[src/rtl/spc_pkg.sv]
// constants and types shared by the stop-mode power controller
package spc_pkg;
  localparam logic       RST_RECOVERY_FLAG = 1'b0;
  localparam logic       RST_PIN_LATCH     = 1'b0;
  localparam int         WAKE_RESET_CYCLES = 4;
  localparam logic [2:0] WAKE_CNT_W_ONE    = 3'h1;
  localparam int         PIN_COUNT         = 8;
  localparam logic       LEGACY_MASK_DEF   = 1'b1;
  typedef enum logic [2:0] {
    SPC_RUN,
    SPC_STOP3,
    SPC_STOP2,
    SPC_WAKE_RST,
    SPC_ILLEGAL_RST
  } spc_state_t;
endpackage

[src/rtl/spc_ctl_if.sv]
// mode selection bundle between the stop-mode selector and the sequencer
`timescale 1ns/100ps
interface spc_ctl_if;
  logic sel_stop2;
  logic sel_stop3;
  logic sel_illegal;
  logic stop3_regulator_active;
  modport selector (output sel_stop2, output sel_stop3, output sel_illegal,
                    output stop3_regulator_active);
  modport sequencer (input sel_stop2, input sel_stop3, input sel_illegal,
                     input stop3_regulator_active);
endinterface

[src/rtl/spc_mode_sel.sv]
// stop mode selection from the enable bits
`timescale 1ns/100ps
module spc_mode_sel (
  input  wire logic i_stop_instr_enable,
  input  wire logic i_debug_mode_enable,
  input  wire logic i_lowvolt_detect_enable,
  input  wire logic i_lowvolt_detect_in_stop_enable,
  input  wire logic i_partial_powerdown_ctrl,
  spc_ctl_if.selector ctl
);
  logic detect_in_stop;
  assign detect_in_stop = i_lowvolt_detect_enable & i_lowvolt_detect_in_stop_enable;
  assign ctl.sel_illegal = ~i_stop_instr_enable;
  // debug or detector-in-stop demote a deep request to stop3
  assign ctl.sel_stop2 = i_stop_instr_enable & i_partial_powerdown_ctrl
                         & ~i_debug_mode_enable
                         & ~i_lowvolt_detect_in_stop_enable;
  assign ctl.sel_stop3 = i_stop_instr_enable & ~ctl.sel_stop2;
  assign ctl.stop3_regulator_active = detect_in_stop | i_debug_mode_enable;
endmodule

[src/rtl/spc_top.sv]
// stop-mode power sequencer: entry, pin latching, wake and recovery
// Operation
// - stop2 powers down nearly everything except RAM array.
// - entering stop2 latches all pin control signals.
// - external reset wakes from stop2.
// - legacy masks: low level on shared wake pin also wakes.
// - legacy masks: wake pin ignored in stop2 while output driven high.
// - enabled real-time counter event wakes from stop2.
// - stop2 wake acts as power-on reset, reset vector fetched.
// - wake enables low-voltage reset with low trip point.
// - wake sets the stop2 recovery flag.
// - flag and pin latches hold until acknowledge bit written one.
// - software restores port registers before acknowledging.
// - software re-enables pin peripherals before acknowledging.
// - any stop mode gates off peripheral clocks, even with debug.
// - stop3 ADC runs only with async clock and detector enabled.
// - stop3 internal reference runs only with both enables set.
// - real-time counter runs in stop only when enabled.
// - stop3 regulator active with detector and detector-in-stop, or debug; stop2 off.
// - stop3 oscillator needs both enables, high range also detector.
// - debug enable turns a stop2 attempt into stop3.
// - detector-in-stop enable turns a stop2 attempt into stop3.
// - stop with enable clear resets; stop2 only per selection.
`timescale 1ns/100ps
module spc_top (
  input  wire logic i_sys_clk,
  input  wire logic i_resetn,
  input  wire logic i_stop_exec,
  input  wire logic i_stop_instr_enable,
  input  wire logic i_debug_mode_enable,
  input  wire logic i_lowvolt_detect_enable,
  input  wire logic i_lowvolt_detect_in_stop_enable,
  input  wire logic i_partial_powerdown_ctrl,
  input  wire logic i_legacy_mask,
  input  wire logic i_ext_resetn,
  input  wire logic i_legacy_wake_pin,
  input  wire logic i_legacy_wake_pin_is_out,
  input  wire logic i_legacy_wake_pin_out_val,
  input  wire logic i_rtc_enable,
  input  wire logic i_rtc_event,
  input  wire logic i_adc_async_clk_enable,
  input  wire logic i_int_refclk_enable,
  input  wire logic i_int_ref_stop_enable,
  input  wire logic i_ext_refclk_enable,
  input  wire logic i_ext_ref_stop_enable,
  input  wire logic i_osc_high_range,
  input  wire logic i_powerdown_ack_wr,
  input  wire logic i_powerdown_ack_bit,
  input  wire logic i_supply_below_low_trip,
  input  wire logic [spc_pkg::PIN_COUNT-1:0] i_pin_ctrl,
  output logic [spc_pkg::PIN_COUNT-1:0] o_pin_ctrl,
  output logic o_pin_latch_closed,
  output logic o_stop2_recovery_flag,
  output logic o_powerdown_ack_bit,
  output logic o_core_power_on,
  output logic o_ram_array_power_on,
  output logic o_periph_clk_en,
  output logic o_debug_clk_en,
  output logic o_por_reset,
  output logic o_illegal_op_reset,
  output logic o_lowvolt_low_trip_force,
  output logic o_adc_run,
  output logic o_int_ref_run,
  output logic o_rtc_run,
  output logic o_regulator_active,
  output logic o_crystal_osc_run,
  output logic o_in_stop2,
  output logic o_in_stop3
);
  spc_ctl_if ctl ();

  spc_mode_sel u_sel (
    .i_stop_instr_enable            (i_stop_instr_enable),
    .i_debug_mode_enable            (i_debug_mode_enable),
    .i_lowvolt_detect_enable        (i_lowvolt_detect_enable),
    .i_lowvolt_detect_in_stop_enable(i_lowvolt_detect_in_stop_enable),
    .i_partial_powerdown_ctrl       (i_partial_powerdown_ctrl),
    .ctl                            (ctl)
  );

  // wake inputs are asynchronous: two flops before use
  logic [2:0] sync1_q;
  logic [2:0] sync2_q;
  always_ff @(posedge i_sys_clk) begin
    if (!i_resetn) begin
      sync1_q <= 3'h7;
      sync2_q <= 3'h7;
    end else begin
      sync1_q <= {i_ext_resetn, i_legacy_wake_pin, ~i_rtc_event};
      sync2_q <= sync1_q;
    end
  end
  logic ext_rst_n_s;
  logic wake_pin_s;
  logic rtc_evt_s;
  assign ext_rst_n_s = sync2_q[2];
  assign wake_pin_s  = sync2_q[1];
  assign rtc_evt_s   = ~sync2_q[0];

  logic wake_pin_armed;
  // a pin driven high as output cannot wake from stop2
  assign wake_pin_armed = i_legacy_mask
                          & ~(i_legacy_wake_pin_is_out & i_legacy_wake_pin_out_val);
  logic stop2_wake;
  assign stop2_wake = ~ext_rst_n_s
                      | (wake_pin_armed & ~wake_pin_s)
                      | (i_rtc_enable & rtc_evt_s);

  spc_pkg::spc_state_t state_q;
  spc_pkg::spc_state_t state_d;
  logic [2:0] wcnt_q;
  logic       ack_one;
  assign ack_one = i_powerdown_ack_wr & i_powerdown_ack_bit;

  always_comb begin
    state_d = state_q;
    unique case (state_q)
      spc_pkg::SPC_RUN: begin
        if (i_stop_exec && ctl.sel_illegal) begin
          state_d = spc_pkg::SPC_ILLEGAL_RST;
        end else if (i_stop_exec && ctl.sel_stop2) begin
          state_d = spc_pkg::SPC_STOP2;
        end else if (i_stop_exec && ctl.sel_stop3) begin
          state_d = spc_pkg::SPC_STOP3;
        end
      end
      spc_pkg::SPC_STOP3: begin
        if (!ext_rst_n_s || (i_rtc_enable && rtc_evt_s) || !wake_pin_s) begin
          state_d = spc_pkg::SPC_RUN;
        end
      end
      spc_pkg::SPC_STOP2: begin
        if (stop2_wake) begin
          state_d = spc_pkg::SPC_WAKE_RST;
        end
      end
      spc_pkg::SPC_WAKE_RST: begin
        // held in reset while supply sits below the low trip
        if (wcnt_q == spc_pkg::WAKE_CNT_W_ONE && !i_supply_below_low_trip) begin
          state_d = spc_pkg::SPC_RUN;
        end
      end
      spc_pkg::SPC_ILLEGAL_RST: begin
        state_d = spc_pkg::SPC_RUN;
      end
    endcase
  end

  always_ff @(posedge i_sys_clk) begin
    if (!i_resetn) begin
      state_q <= spc_pkg::SPC_RUN;
    end else begin
      state_q <= state_d;
    end
  end

  always_ff @(posedge i_sys_clk) begin
    if (!i_resetn) begin
      wcnt_q <= 3'h0;
    end else if (state_d == spc_pkg::SPC_WAKE_RST && state_q != spc_pkg::SPC_WAKE_RST) begin
      wcnt_q <= 3'(spc_pkg::WAKE_RESET_CYCLES);
    end else if (state_q == spc_pkg::SPC_WAKE_RST && wcnt_q > spc_pkg::WAKE_CNT_W_ONE) begin
      wcnt_q <= wcnt_q - 3'h1;
    end
  end

  // flag survives the wake reset; set beats the acknowledge clear
  logic flag_q;
  logic latch_q;
  always_ff @(posedge i_sys_clk) begin
    if (!i_resetn) begin
      flag_q <= spc_pkg::RST_RECOVERY_FLAG;
    end else if (state_q == spc_pkg::SPC_STOP2 && stop2_wake) begin
      flag_q <= 1'b1;
    end else if (ack_one) begin
      flag_q <= 1'b0;
    end
  end

  always_ff @(posedge i_sys_clk) begin
    if (!i_resetn) begin
      latch_q <= spc_pkg::RST_PIN_LATCH;
    end else if (state_d == spc_pkg::SPC_STOP2 && state_q == spc_pkg::SPC_RUN) begin
      latch_q <= 1'b1;
    end else if (ack_one && state_q == spc_pkg::SPC_RUN) begin
      latch_q <= 1'b0;
    end
  end

  // pin state captured at entry; on release pins follow live port/peripheral control
  logic [spc_pkg::PIN_COUNT-1:0] pin_hold_q;
  genvar gi;
  for (gi = 0; gi < spc_pkg::PIN_COUNT; gi++) begin : g_pin
    always_ff @(posedge i_sys_clk) begin
      if (!i_resetn) begin
        pin_hold_q[gi] <= 1'b0;
      end else if (!latch_q) begin
        pin_hold_q[gi] <= i_pin_ctrl[gi];
      end
    end
  end

  logic in_s2;
  logic in_s3;
  assign in_s2 = (state_q == spc_pkg::SPC_STOP2);
  assign in_s3 = (state_q == spc_pkg::SPC_STOP3);

  assign o_pin_ctrl            = latch_q ? pin_hold_q : i_pin_ctrl;
  assign o_pin_latch_closed    = latch_q;
  assign o_stop2_recovery_flag = flag_q;
  assign o_powerdown_ack_bit   = 1'b0;
  assign o_core_power_on       = ~in_s2;
  assign o_ram_array_power_on  = 1'b1;
  assign o_periph_clk_en       = ~(in_s2 | in_s3);
  assign o_debug_clk_en        = ~in_s2 & (~in_s3 | i_debug_mode_enable);
  assign o_por_reset           = (state_q == spc_pkg::SPC_WAKE_RST);
  assign o_illegal_op_reset    = (state_q == spc_pkg::SPC_ILLEGAL_RST);
  assign o_lowvolt_low_trip_force = (state_q == spc_pkg::SPC_WAKE_RST) | flag_q;
  assign o_adc_run = ~in_s2 & (~in_s3 | (i_adc_async_clk_enable & i_lowvolt_detect_enable));
  assign o_int_ref_run = ~in_s2 & (~in_s3 | (i_int_refclk_enable & i_int_ref_stop_enable));
  assign o_rtc_run = i_rtc_enable;
  assign o_regulator_active = ~in_s2 & (~in_s3 | ctl.stop3_regulator_active);
  assign o_crystal_osc_run = ~in_s2 & (~in_s3 | (i_ext_refclk_enable & i_ext_ref_stop_enable
                      & (~i_osc_high_range | i_lowvolt_detect_enable)));
  assign o_in_stop2 = in_s2;
  assign o_in_stop3 = in_s3;

  a_stop2_entry: assert property (@(posedge i_sys_clk) disable iff (!i_resetn)
    (state_q == spc_pkg::SPC_RUN && i_stop_exec && i_debug_mode_enable)
    |=> state_q != spc_pkg::SPC_STOP2) else $error("debug did not block stop2");
  a_detector_block: assert property (@(posedge i_sys_clk) disable iff (!i_resetn)
    (state_q == spc_pkg::SPC_RUN && i_stop_exec && i_lowvolt_detect_in_stop_enable)
    |=> state_q != spc_pkg::SPC_STOP2) else $error("detector did not block stop2");
  a_illegal_stop: assert property (@(posedge i_sys_clk) disable iff (!i_resetn)
    (state_q == spc_pkg::SPC_RUN && i_stop_exec && !i_stop_instr_enable)
    |=> o_illegal_op_reset ##1 !o_illegal_op_reset) else $error("no illegal reset");
  a_latch_entry: assert property (@(posedge i_sys_clk) disable iff (!i_resetn)
    $rose(o_in_stop2) |-> o_pin_latch_closed) else $error("pins not latched");
  a_pin_held: assert property (@(posedge i_sys_clk) disable iff (!i_resetn)
    (o_pin_latch_closed && $past(o_pin_latch_closed)) |-> $stable(o_pin_ctrl))
    else $error("latched pins moved");
  a_flag_set: assert property (@(posedge i_sys_clk) disable iff (!i_resetn)
    (o_in_stop2 && stop2_wake) |=> o_stop2_recovery_flag && o_por_reset)
    else $error("wake did not set flag");
  a_flag_hold: assert property (@(posedge i_sys_clk) disable iff (!i_resetn)
    (o_stop2_recovery_flag && !ack_one) |=> o_stop2_recovery_flag)
    else $error("flag dropped without ack");
  a_ack_clear: assert property (@(posedge i_sys_clk) disable iff (!i_resetn)
    (ack_one && o_in_stop2 == 1'b0 && state_q == spc_pkg::SPC_RUN)
    |=> !o_stop2_recovery_flag && !o_pin_latch_closed) else $error("ack did not clear");
  a_wake_rst_len: assert property (@(posedge i_sys_clk) disable iff (!i_resetn)
    $rose(o_por_reset) && !i_supply_below_low_trip |-> o_por_reset [*4] ##1 !o_por_reset)
    else $error("wake reset length wrong");
  a_clk_gate: assert property (@(posedge i_sys_clk) disable iff (!i_resetn)
    (o_in_stop2 || o_in_stop3) |-> !o_periph_clk_en) else $error("periph clock on in stop");
  a_s2_power: assert property (@(posedge i_sys_clk) disable iff (!i_resetn)
    o_in_stop2 |-> !o_regulator_active && o_ram_array_power_on && !o_core_power_on)
    else $error("stop2 power wrong");
  a_s2_offs: assert property (@(posedge i_sys_clk) disable iff (!i_resetn)
    o_in_stop2 |-> !o_adc_run && !o_int_ref_run && !o_crystal_osc_run && !o_debug_clk_en)
    else $error("stop2 module still on");
  a_run_power: assert property (@(posedge i_sys_clk) disable iff (!i_resetn)
    (!o_in_stop2 && !o_in_stop3) |-> o_periph_clk_en && o_core_power_on)
    else $error("run power wrong");

  // stop2 wake sources and stop3 external reset exit, seen one cycle after the synchronised event
  a_ext_wake: assert property (@(posedge i_sys_clk) disable iff (!i_resetn)
    (o_in_stop2 && !ext_rst_n_s) |=> o_por_reset)
    else $error("external reset did not wake");
  a_stop3_wake: assert property (@(posedge i_sys_clk) disable iff (!i_resetn)
    (o_in_stop3 && !ext_rst_n_s) |=> !o_in_stop3)
    else $error("external reset did not end stop3");
  a_pin_wake: assert property (@(posedge i_sys_clk) disable iff (!i_resetn)
    (o_in_stop2 && wake_pin_armed && !wake_pin_s) |=> o_por_reset)
    else $error("wake pin did not wake");
  a_pin_out_high: assert property (@(posedge i_sys_clk) disable iff (!i_resetn)
    (o_in_stop2 && i_legacy_wake_pin_is_out && i_legacy_wake_pin_out_val && ext_rst_n_s
     && !(i_rtc_enable && rtc_evt_s)) |=> o_in_stop2)
    else $error("driven high pin woke");
  a_rtc_wake: assert property (@(posedge i_sys_clk) disable iff (!i_resetn)
    (o_in_stop2 && i_rtc_enable && rtc_evt_s) |=> o_por_reset)
    else $error("counter event did not wake");
  a_rtc_masked: assert property (@(posedge i_sys_clk) disable iff (!i_resetn)
    (o_in_stop2 && !i_rtc_enable && ext_rst_n_s && (!wake_pin_armed || wake_pin_s))
    |=> o_in_stop2) else $error("disabled counter woke");

  // wake reset and recovery
  a_low_trip: assert property (@(posedge i_sys_clk) disable iff (!i_resetn)
    o_por_reset |-> o_lowvolt_low_trip_force)
    else $error("low trip not forced");
  a_supply_hold: assert property (@(posedge i_sys_clk) disable iff (!i_resetn)
    (o_por_reset && i_supply_below_low_trip) |=> o_por_reset)
    else $error("left reset with low supply");
  a_flag_on_wake: assert property (@(posedge i_sys_clk) disable iff (!i_resetn)
    $rose(o_stop2_recovery_flag) |-> o_por_reset)
    else $error("flag set without wake");
  a_wake_latched: assert property (@(posedge i_sys_clk) disable iff (!i_resetn)
    o_por_reset |-> o_pin_latch_closed)
    else $error("latch open in wake reset");
  a_latch_open_ack: assert property (@(posedge i_sys_clk) disable iff (!i_resetn)
    $fell(o_pin_latch_closed) |-> $past(ack_one))
    else $error("latch opened without ack");

  // stop3 module run enables; all of these default to standby
  a_debug_clk: assert property (@(posedge i_sys_clk) disable iff (!i_resetn)
    o_in_stop3 |-> o_debug_clk_en == i_debug_mode_enable)
    else $error("debug clock wrong in stop3");
  a_adc_stop3: assert property (@(posedge i_sys_clk) disable iff (!i_resetn)
    o_in_stop3 |-> o_adc_run == (i_adc_async_clk_enable && i_lowvolt_detect_enable))
    else $error("converter run wrong");
  a_int_ref_stop3: assert property (@(posedge i_sys_clk) disable iff (!i_resetn)
    o_in_stop3 |-> o_int_ref_run == (i_int_refclk_enable && i_int_ref_stop_enable))
    else $error("internal reference run wrong");
  a_rtc_run: assert property (@(posedge i_sys_clk) disable iff (!i_resetn)
    (o_in_stop2 || o_in_stop3) |-> o_rtc_run == i_rtc_enable)
    else $error("counter run wrong");
  a_reg_stop3: assert property (@(posedge i_sys_clk) disable iff (!i_resetn)
    o_in_stop3 |-> o_regulator_active == ((i_lowvolt_detect_enable
    && i_lowvolt_detect_in_stop_enable) || i_debug_mode_enable))
    else $error("stop3 regulator wrong");
  a_osc_stop3: assert property (@(posedge i_sys_clk) disable iff (!i_resetn)
    o_in_stop3 |-> o_crystal_osc_run == (i_ext_refclk_enable && i_ext_ref_stop_enable
    && (!i_osc_high_range || i_lowvolt_detect_enable)))
    else $error("oscillator run wrong");

  // selection table, checked on the outputs rather than the selector
  a_stop2_select: assert property (@(posedge i_sys_clk) disable iff (!i_resetn)
    (state_q == spc_pkg::SPC_RUN && i_stop_exec && i_stop_instr_enable
     && i_partial_powerdown_ctrl && !i_debug_mode_enable
     && !i_lowvolt_detect_in_stop_enable) |=> o_in_stop2)
    else $error("stop2 not entered");
  a_stop3_select: assert property (@(posedge i_sys_clk) disable iff (!i_resetn)
    (state_q == spc_pkg::SPC_RUN && i_stop_exec && i_stop_instr_enable
     && !i_partial_powerdown_ctrl) |=> o_in_stop3)
    else $error("stop3 not entered");
  a_illegal_back: assert property (@(posedge i_sys_clk) disable iff (!i_resetn)
    o_illegal_op_reset |=> !o_in_stop2 && !o_in_stop3)
    else $error("stop after illegal reset");

  c_stop2_wake: cover property (@(posedge i_sys_clk) o_in_stop2 ##1 o_por_reset);
  c_stop3: cover property (@(posedge i_sys_clk) $rose(o_in_stop3));
  c_ack: cover property (@(posedge i_sys_clk) o_stop2_recovery_flag ##1 !o_stop2_recovery_flag);
  c_illegal: cover property (@(posedge i_sys_clk) o_illegal_op_reset);
  c_low_supply: cover property (@(posedge i_sys_clk) o_por_reset && i_supply_below_low_trip);
endmodule
[config.mk]
export PLATFORM = sky130hd
export DESIGN_NAME = spc_top
export DESIGN_NICKNAME = d
export VERILOG_FILES = /design/src/rtl/spc_pkg.sv /design/src/rtl/spc_ctl_if.sv /design/src/rtl/spc_mode_sel.sv /design/src/rtl/spc_top.sv
export SDC_FILE = /design/constraint.sdc
export NUM_CORES = 1
export LEC_CHECK = 0
export ABC_AREA = 1
export BUFFER_PORTS_ARGS = -buffer_cell sky130_fd_sc_hd__buf_2
export CAP_MARGIN = 20
export CORE_UTILIZATION = 48
export CTS_CLUSTER_DIAMETER = 50
export DETAILED_ROUTE_END_ITERATION = 12
export PLACE_DENSITY = 0.85
export RECOVER_POWER = 25
export REMOVE_ABC_BUFFERS = 1
export SLEW_MARGIN = 0
export SYNTH_ARGS = -nofsm -noshare
export SYNTH_HDL_FRONTEND = slang
export SYNTH_HIERARCHICAL = 1
export SYNTH_SLANG_ARGS = --single-unit
[constraint.sdc]
create_clock -name i_sys_clk -period 3.45 [get_ports i_sys_clk]
set_input_delay 0.345 -clock i_sys_clk [delete_from_list [all_inputs] [get_ports i_sys_clk]]
set_output_delay 0.345 -clock i_sys_clk [all_outputs]
set_load 0.02 [all_outputs]
==> flow_summary_export.csv, run 1 <==
group,metric,value,unit
status,outcome,"complete, no violations",
global_route,grt_max_degree,19,
power,p_seq_share,35.1,%
synth,yosysSeqAreaShare,38.34,%
worst_setup_path,endpoint,"o_crystal_osc_run",
clock_network,holdBufCountCts,0,
global_route,grt_pass1_vias,933,
sta,hold_viol_final,0,
sta,skew,0.001412,ns
clock_network,cts.repair.resized,0,
clock_network,cts_setup_buffers,0,
worst_setup_path,startpoint_type,"register",
layout,seq_area,440.4,um^2
sta,final_min_period_over_clock_period,52.86,%
floorplan,die-width,50.92,um
route,final_antenna_net_count,0,
sta,hold_slack,0.1887,ns
synth,yosysWarnings,6,
worst_setup_path,crit_path_end_kind,"output port",
clock_network,cts_buffers,3,
layout,layout-drive-gt1-share,33.33,%
layout,fillers,207,
floorplan,dieHeight,50.92,um
layout,multi_input_area,583.1,um^2
route,num_vias,1139,
clock_network,clk_pin_slew_worst_paths,0.11,ns
synth,netlist.area_leader.share,38.34,%
synth,postSynthCellCount,169,
synth,synthFlopType,"dfxtp_1",
power,clkPwrFrac,14.7,%
route,first_pass_iters,4,
synth,synth_seq_cells,22,
layout,nets,257,
global_route,track_usage,18.79,%
layout,insertedDiodeCount,0,
global_route,antenna_found_initial,0,
route,drtIter0Drc,8,
worst_hold_path,hold_start,"i_rtc_event",
synth,synth_edf_count,0,
sta,tns,0,ns
clock_network,root_buffer,"clkbuf_4",
floorplan,ioPinCount,57,
synth,syn-cell-area,0.001149,mm^2
placement,hpwl,1854,um
synth,yosysUniqueCellTypes,25,
power,power_density,641.5,mW/mm^2
worst_setup_path,path_max_fanout,7,
worst_setup_path,arrival,1.48,ns
global_route,grt_overflow_total,0,
synth,ys_async_sr_fraction,0,%
synth,synth.most_common_cell,"nand2_1",
floorplan,die_area,0.002592,mm^2
floorplan,core,0.002233,mm^2
route,finalWirelength,2224,um
clock_network,clk_latency,0.30,ns
placement,place_inst,246,
job,cap_viol_max_count,0,
floorplan,row_count,17,
clock_network,cts_tree,"yes",
clock_network,cts_buffer_depth,2,
worst_setup_path,crit_start,"state_q[0]",
global_route,grt_first_pass_wirelength,3677,um
worst_setup_path,timing.rr.start,"state_q[2]",
route,wire_per_inst,8.896,um
power,p_int,513.3,uW
placement,numPortBuffers,54,
worst_setup_path,reg2reg_slack,2.05,ns
worst_setup_path,worstPathRequired,3.11,ns
worst_setup_path,crit_type,"register to output port",
placement,place.gp.congestion,0.8351,
synth,ys_top_cells_by_area,"dfxtp_1 (38%), nand2_1 (19%), inv_1 (4.9%), a21oi_1 (4.4%), nand3_1 (3.9%)",
sta,setup_viol,0,
sta,rsz0062_at_grt,"no",
synth,avgSynthCellArea,6.796,um^2
clock_network,cts_sinks,22,
power,ir_drop,0.0004444,V
power,swShare,44.53,%
synth,synth_common_cells,"nand2_1 (59), dfxtp_1 (22), inv_1 (15)",
power,p_switching,412.1,uW
worst_setup_path,rr_worst_depth,7,
sta,slew_violations,0,
floorplan,initial_core_util,51.43,%
power,power.leakage,0.0008026,uW
power,pwr-share-comb,50.2,%
worst_setup_path,r2r-end,"o_pin_latch_closed",
route,avgViaCountPerCell,4.556,
layout,synthToLayoutAreaGrowth,25.60,%
synth,yosys.area.top_type,"dfxtp_1",
sta,timing.fmax,548.4,MHz
worst_hold_path,min_path_type,"primary input to register",
layout,final_cells,250,
route,drc,0,
sta,min_period,1.824,ns
clock_network,cts.htree.levels,1,
==> registers in the layout, summed over array words and instances, names as in the netlist <==
signal                 cells
sync1_q                    3
state_q                    3
o_stop2_recovery_flag      1
pin_hold_q                 8
wcnt_q                     3
o_pin_latch_closed         1
sync2_q                    3
==> placed cells by master (no fill, tap or decap), types with 3 or more instances in the layout <==
| cell type | count |
|---|---|
| nand2_1 | 59 |
| dfxtp_1 | 22 |
| inv_1 | 15 |
| inv_2 | 4 |
| o21ai_0 | 4 |
| or2_2 | 6 |
| o21ai_1 | 4 |
| a21oi_1 | 10 |
| buf_2 | 52 |
| nor2_1 | 13 |
| nand3_1 | 10 |
| clkbuf_4 | 3 |
| nand2_4 | 3 |
==> stage by stage <==
stage / instance area [um^2] / utilization [%] / setup slack (ns) / power [uW]
detailed placement: 1424 / 63.75 / 2.074 / 809.0
floorplan: 1119 / - / 1.911 / 672.2
global route: 1443 / 64.59 / 1.507 / 995.7
CTS: 1460 / 65.38 / 1.707 / 944.8
finish: 1443 / 64.59 / 1.626 / 925.4
global placement: 1424 / 63.75 / 2.081 / 803.1
==> layout make-up <==
type / instances / area share, %
clock buffer: 4 / 2.515
inverter: 20 / 5.551
multi-input combinational: 122 / 40.42
sequential: 22 / 30.53
tap: 28 / 2.428
timing repair buffer: 54 / 18.56
==> cell families after synthesis <==
group	synth area share, %
AND/OR/NAND/NOR	39.32
flip-flops	38.34
buffers and inverters	9.586
AO/OA/AOI/OAI	9.914
adder cells (fa/ha/maj)	2.178
other	0.6538
==> worst min-delay path by stage <==
| stage | cells past startpoint | slack [ns] | to |
|---|---|---|---|
| finish | 2 | 0.19 | sync1_q[0] |
| global route | 2 | 0.19 | sync1_q[0] |
| CTS | 2 | 0.18 | sync1_q[0] |
| detailed placement | 1 | 0.40 | sync2_q[0] |
| global placement | 1 | 0.39 | sync2_q[2] |
| floorplan | 1 | 0.39 | sync2_q[0] |
==> critical path, cell delays in order, from the launching register on <==
cell	delay (ns)
dfxtp_1	0.36
inv_1	0.10
nand3_1	0.26
nand2_4	0.21
o21ai_0	0.09
buf_2	0.16
==> power by group through the flow <==
stage	logic, uW	registers [uW]	clock network, uW
final	465	325	136
after global placement	471	332	0
after CTS	479	327	139
after floorplan	338	335	0
after global routing	515	332	149
after detailed placement	476	333	0
==> per-layer routing <==
metal  track usage (%)  routed length [um]  up-vias
met2             33.99                1040       43
met3             2.679                 153        5
met5                 0                   0        -
li1                  -                   -      627
met1             21.57                 996      464
met4             8.333                  34        0
Power figures use the tool's default switching activity.
==> inputs of run 2 (changes only) <==
Settings changed: ABC_AREA 1 to 0, CORE_UTILIZATION 48 to 45, PLACE_DENSITY 0.85 to 0.8.
Clock period 3.45 ns to 1.7 ns, I/O delays scaled along.
==> flow_summary_export.csv, run 2 <==
group,metric,value,unit
sta,setup_viol,0,
synth,netlist.area_leader.share,36.67,%
worst_setup_path,crit_type,"register to output port",
layout,largest_reg_flops,8,
placement,dpl_cell_area,0.001436,mm^2
clock_network,cts_tree,"yes",
worst_setup_path,arrival,1.44,ns
floorplan,ioPinCount,57,
power,p_total,1314,uW
global_route,grt_max_degree,21,
global_route,antenna_found_initial,0,
clock_network,cts_buffer_depth,2,
sta,slew_headroom,55.26,%
global_route,grt_overflow_total,0,
power,clkPwrFrac,29.9,%
power,p_switching,381.9,uW
power,pwr-share-comb,26.2,%
floorplan,initial_core_util,48.05,%
placement,hpwl,1880,um
worst_setup_path,critPathSlowestCell,"dfxtp_1",
synth,muxShareOfSynthArea,8.333,%
synth,synth_compound_area_share,19.79,%
synth,synth_edf_count,0,
clock_network,clk_pin_slew_worst_paths,0.12,ns
worst_setup_path,path_cells,"mux2_2 > buf_2",
route,wire_per_inst,10.94,um
sta,min_period,1.613,ns
synth,avgSynthCellArea,9.100,um^2
placement,numPortBuffers,54,
layout,fillers,237,
worst_setup_path,crit_path_end_kind,"output port",
layout,synthToLayoutAreaGrowth,25.42,%
power,power.leakage,0.0006993,uW
layout,insertedDiodeCount,0,
route,first_pass_iters,4,
route,drc,0,
route,finalWirelength,2330,um
clock_network,root_buffer,"clkbuf_4",
synth,postSynthCellCount,132,
placement,place.gp.congestion,0.8444,
global_route,grt_first_pass_wirelength,3739,um
sta,hold_viol_final,0,
sta,skew,0.009998,ns
power,ir_drop,0.0008718,V
synth,yosysWarnings,6,
synth,synth_seq_cells,22,
layout,final_cell_mix,"buf_2 (51), dfxtp_1 (19), inv_1 (12)",
synth,ys_top_cells_by_area,"dfxtp_1 (37%), mux2_2 (7.5%), and2_1 (5.2%), a21oi_1 (3.8%), buf_6 (3.8%)",
sta,layout_setup_ws,0.08660,ns
synth,synthAdderAreaFrac,2.083,%
sta,worstMarginPinSlew,0.6711,ns
worst_setup_path,critical-path-max-stage-delay,0.57,ns
clock_network,cts_sinks,22,
route,num_vias,1077,
synth,ys_async_sr_fraction,0,%
sta,tns,0,ns
clock_network,cts.htree.levels,1,
clock_network,cts_buffers,3,
floorplan,die_area,0.002880,mm^2
synth,synth.most_common_cell,"dfxtp_1",
route,avgViaCountPerCell,5.056,
synth,yosys.area.top_type,"dfxtp_1",
power,swShare,29.06,%
synth,yosys.area_share.simple,20.63,%
synth,yosysSeqAreaShare,36.67,%
worst_setup_path,startpoint_type,"register",
sta,rsz0062_at_grt,"no",
worst_setup_path,worstPathRequired,1.53,ns
floorplan,core,0.002500,mm^2
route,final_antenna_net_count,0,
floorplan,die-width,53.67,um
global_route,track_usage,17.80,%
floorplan,row_count,18,
global_route,grt_pass1_vias,955,
worst_hold_path,min_path_type,"primary input to register",
power,p_seq_share,43.9,%
synth,synth-xor-area-share,1.458,%
clock_network,clk_latency,0.31,ns
floorplan,dieHeight,53.67,um
synth,synthFlopType,"dfxtp_1",
worst_setup_path,crit_family,"flip-flops",
synth,synth_common_cells,"dfxtp_1 (22), inv_1 (12), and2_1 (10)",
job,cap_viol_max_count,0,
power,power_density,872.4,mW/mm^2
layout,nets,218,
synth,yosysUniqueCellTypes,43,
power,p_int,932.3,uW
synth,synth_top_family_by_area,"simple AND/OR/NAND/NOR gates",
worst_setup_path,path_max_fanout,10,
worst_setup_path,cp.buffers_inverters,1,
sta,slew_violations,0,
sta,timing.fmax,619.8,MHz
layout,layout-drive-gt1-share,43.72,%
sta,final_min_period_over_clock_period,94.91,%
placement,pre_cts_ws,0.2397,ns
layout,final_cell_area,0.001506,mm^2
layout,final_common_cell,"buf_2",
synth,syn-cell-area,0.001201,mm^2
status,outcome,"complete, no violations",
layout,regMostFlops,"pin_hold_q",
route,drtIter0Drc,8,
-- run 2: layout make-up --
type	count	area (um^2)	share of cell area (%)
repair buffers	57	291.5	19.35
flip-flops and latches	22	444.2	29.49
clock buffers	3	22.52	1.495
well taps	30	37.54	2.492
clock inverters	1	30.03	1.993
multi-input cells	88	635.6	42.19
inverters	12	45.04	2.990
-- run 2: timing repair --
item,in CTS,in global routing
setup endpoints to repair,8,9
gates cloned,0,0
hold buffers,1,0
hold endpoints to repair,1,0
gates resized for setup,1,2
buffers inserted,1,0
-- run 2: cells by family after synthesis --
| logic type | after synthesis |
|---|---|
| muxes | 9 |
| other | 2 |
| and+or+nand+nor | 39 |
| AOI/OAI and AO/OA | 34 |
| DFF | 22 |
| xor gates and xnor gates | 2 |
| adders and majority gates | 2 |
| buffers and inverters | 22 |
-- run 2: power groups by stage --
stage | Sequential (uW) | Combinational, uW | Clock, uW
after floorplan | 585 | 221 | 0
after global placement | 585 | 338 | 0
after detailed placement | 588 | 344 | 0
after CTS | 576 | 347 | 404
after global routing | 585 | 380 | 425
final | 577 | 344 | 393
-- run 2: worst paths after layout --
path | from | end | slack [ns] | cells after the start
max | o_pin_latch_closed | o_pin_ctrl[1] | 0.09 | 2
min | i_ext_resetn | sync1_q[2] | 0.03 | 2
max reg2reg | state_q[2] | wcnt_q[1] | 0.26 | 5
min reg2reg | sync1_q[0] | sync2_q[0] | 0.42 | 1
-- run 2: layer usage --
metal,routed length [um],global-route usage [%],up-vias
li1,-,-,550
met1,978,18.59,479
met2,1196,34.98,44
met3,131,2.542,4
met4,24,6.579,0
met5,0,0,-
-- run 2: stage by stage --
stage	cells	hold WS, ns	util, %
after floorplan	122	0.2319	-
after global placement	207	0.3313	57.46
after detailed placement	207	0.3320	57.46
after CTS	213	0.01662	60.31
after global routing	213	0.02245	60.26
final	213	0.02784	60.26
==> inputs of run 3 (changes only) <==
==> constraint.sdc (replaced) <==
create_clock -name i_sys_clk -period 1.7 [get_ports i_sys_clk]
set_input_delay 0.17 -clock i_sys_clk [delete_from_list [all_inputs] [get_ports i_sys_clk]]
set_output_delay 0.17 -clock i_sys_clk [all_outputs]
set_load 0.01 [all_outputs]
==> flow_summary_export.csv, run 3 (synthesis results as in run 2) <==
group,metric,value,unit
sta,timing.fmax,623.7,MHz
clock_network,clk_pin_slew_worst_paths,0.12,ns
sta,slew_violations,0,
global_route,grt_pass1_vias,952,
layout,insertedDiodeCount,0,
worst_setup_path,critical-path-max-stage-delay,0.43,ns
route,final_antenna_net_count,0,
sta,hold_viol_final,0,
route,finalWirelength,2481,um
placement,numPortBuffers,54,
layout,final_common_cell,"buf_2",
job,cap_viol_max_count,0,
placement,dpl_cell_area,0.001436,mm^2
route,avgViaCountPerCell,5.061,
sta,min_period,1.603,ns
clock_network,clk_latency,0.30,ns
power,power_density,848.9,mW/mm^2
global_route,grt_overflow_total,0,
sta,setup_viol,0,
floorplan,initial_core_util,48.05,%
clock_network,root_buffer,"clkbuf_4",
global_route,track_usage,18.80,%
layout,largest_reg_flops,8,
clock_network,cts_sinks,22,
layout,final_cell_mix,"buf_2 (51), dfxtp_1 (19), inv_1 (12)",
route,first_pass_iters,4,
clock_network,cts_buffers,3,
global_route,grt_max_degree,21,
sta,final_min_period_over_clock_period,94.31,%
placement,place.gp.congestion,0.8625,
worst_setup_path,worstPathRequired,1.53,ns
power,power.leakage,0.0006993,uW
worst_hold_path,min_path_type,"primary input to register",
floorplan,dieHeight,53.67,um
worst_setup_path,crit_type,"register to output port",
floorplan,die_area,0.002880,mm^2
floorplan,row_count,18,
route,drtIter0Drc,11,
layout,fillers,234,
global_route,grt_first_pass_wirelength,3850,um
floorplan,core,0.002500,mm^2
sta,skew,0.003540,ns
clock_network,cts_buffer_depth,2,
status,outcome,"complete, no violations",
global_route,antenna_found_initial,0,
power,ir_drop,0.0007209,V
floorplan,ioPinCount,57,
worst_setup_path,path_cells,"and3b_2 > or2_2 > buf_2",
worst_setup_path,startpoint_type,"register",
placement,place_inst,207,
worst_setup_path,crit_path_end_kind,"output port",
layout,regMostFlops,"pin_hold_q",
sta,slew_headroom,54.74,%
worst_setup_path,path_max_fanout,7,
floorplan,die-width,53.67,um
sta,worstMarginPinSlew,0.6789,ns
clock_network,cts_tree,"yes",
layout,final_cells,213,
layout,final_cell_area,0.001506,mm^2
route,wire_per_inst,11.65,um
route,num_vias,1078,
layout,nets,218,
worst_setup_path,arrival,1.43,ns
placement,hpwl,1901,um
sta,tns,0,ns
sta,rsz0062_at_grt,"no",
route,drc,0,
layout,synthToLayoutAreaGrowth,25.42,%
clock_network,cts.htree.levels,1,
layout,layout-drive-gt1-share,43.72,%
worst_setup_path,critPathSlowestCell,"dfxtp_2",
[run 3: cell counts in the layout (fill, tap and decap cells not counted)]
Identical to the previous run, type by type.
[run 3: metrics by stage]
step	hold WS, ns	util (%)	power (uW)	setup WS (ns)
floorplan	0.2319	-	764.3	0.3301
global placement	0.3299	57.46	879.5	0.3192
detailed placement	0.3348	57.46	888.4	0.2333
CTS	0.03497	60.31	1294	0.01371
global route	0.03163	60.26	1352	0.02459
finish	0.04167	60.26	1279	0.09674
[run 3: critical path: cells and delay by family, from the launching register on]
kind	cells	cell delay (ns)
buffers and inverters	1	0.14
DFF	1	0.43
and+or+nand+nor	2	0.56
[run 3: cell type report]
cell class	instances	area [um^2]	area share, %
Clock inverter	1	30.03	1.993
Sequential cell	22	444.2	29.49
Multi-Input combinational cell	88	635.6	42.19
Inverter	12	45.04	2.990
Tap cell	30	37.54	2.492
Timing Repair Buffer	57	291.5	19.35
Clock buffer	3	22.52	1.495
[run 3: power breakdown]
group / total [uW] / switching [uW] / internal [uW]
Combinational: 302 / 154 / 148
Clock: 396 / 158 / 238
Sequential: 581 / 35.5 / 546
[run 3: layer usage]
layer  part of all wire (%)  up-vias  routed length, um  track usage [%]
li1                       -      550                  -                -
met5                      0        -                  0                0
met2                     51       42               1275            37.04
met3                    5.6        2                140            1.977
met4                   0.69        0                 17            9.649
met1                     42      484               1047            18.93
[run 3: worst paths after layout]
| path | startpoint | end | slack [ns] | depth (start not counted) |
|---|---|---|---|---|
| max | state_q[2] | o_lowvolt_low_trip_force | 0.1 | 3 |
| min | i_legacy_wake_pin | sync1_q[1] | 0.04 | 2 |
| max reg2reg | wcnt_q[1] | state_q[0] | 0.25 | 6 |
| min reg2reg | sync1_q[0] | sync2_q[0] | 0.43 | 1 |
[run 3: what timing repair did]
item                       in CTS  in global routing
hold buffers                    1                  0
setup endpoints to repair       9                  9
resized for setup               1                  2
hold endpoints to repair        1                  0
pin swaps                       0                  0
buffers inserted                1                  0
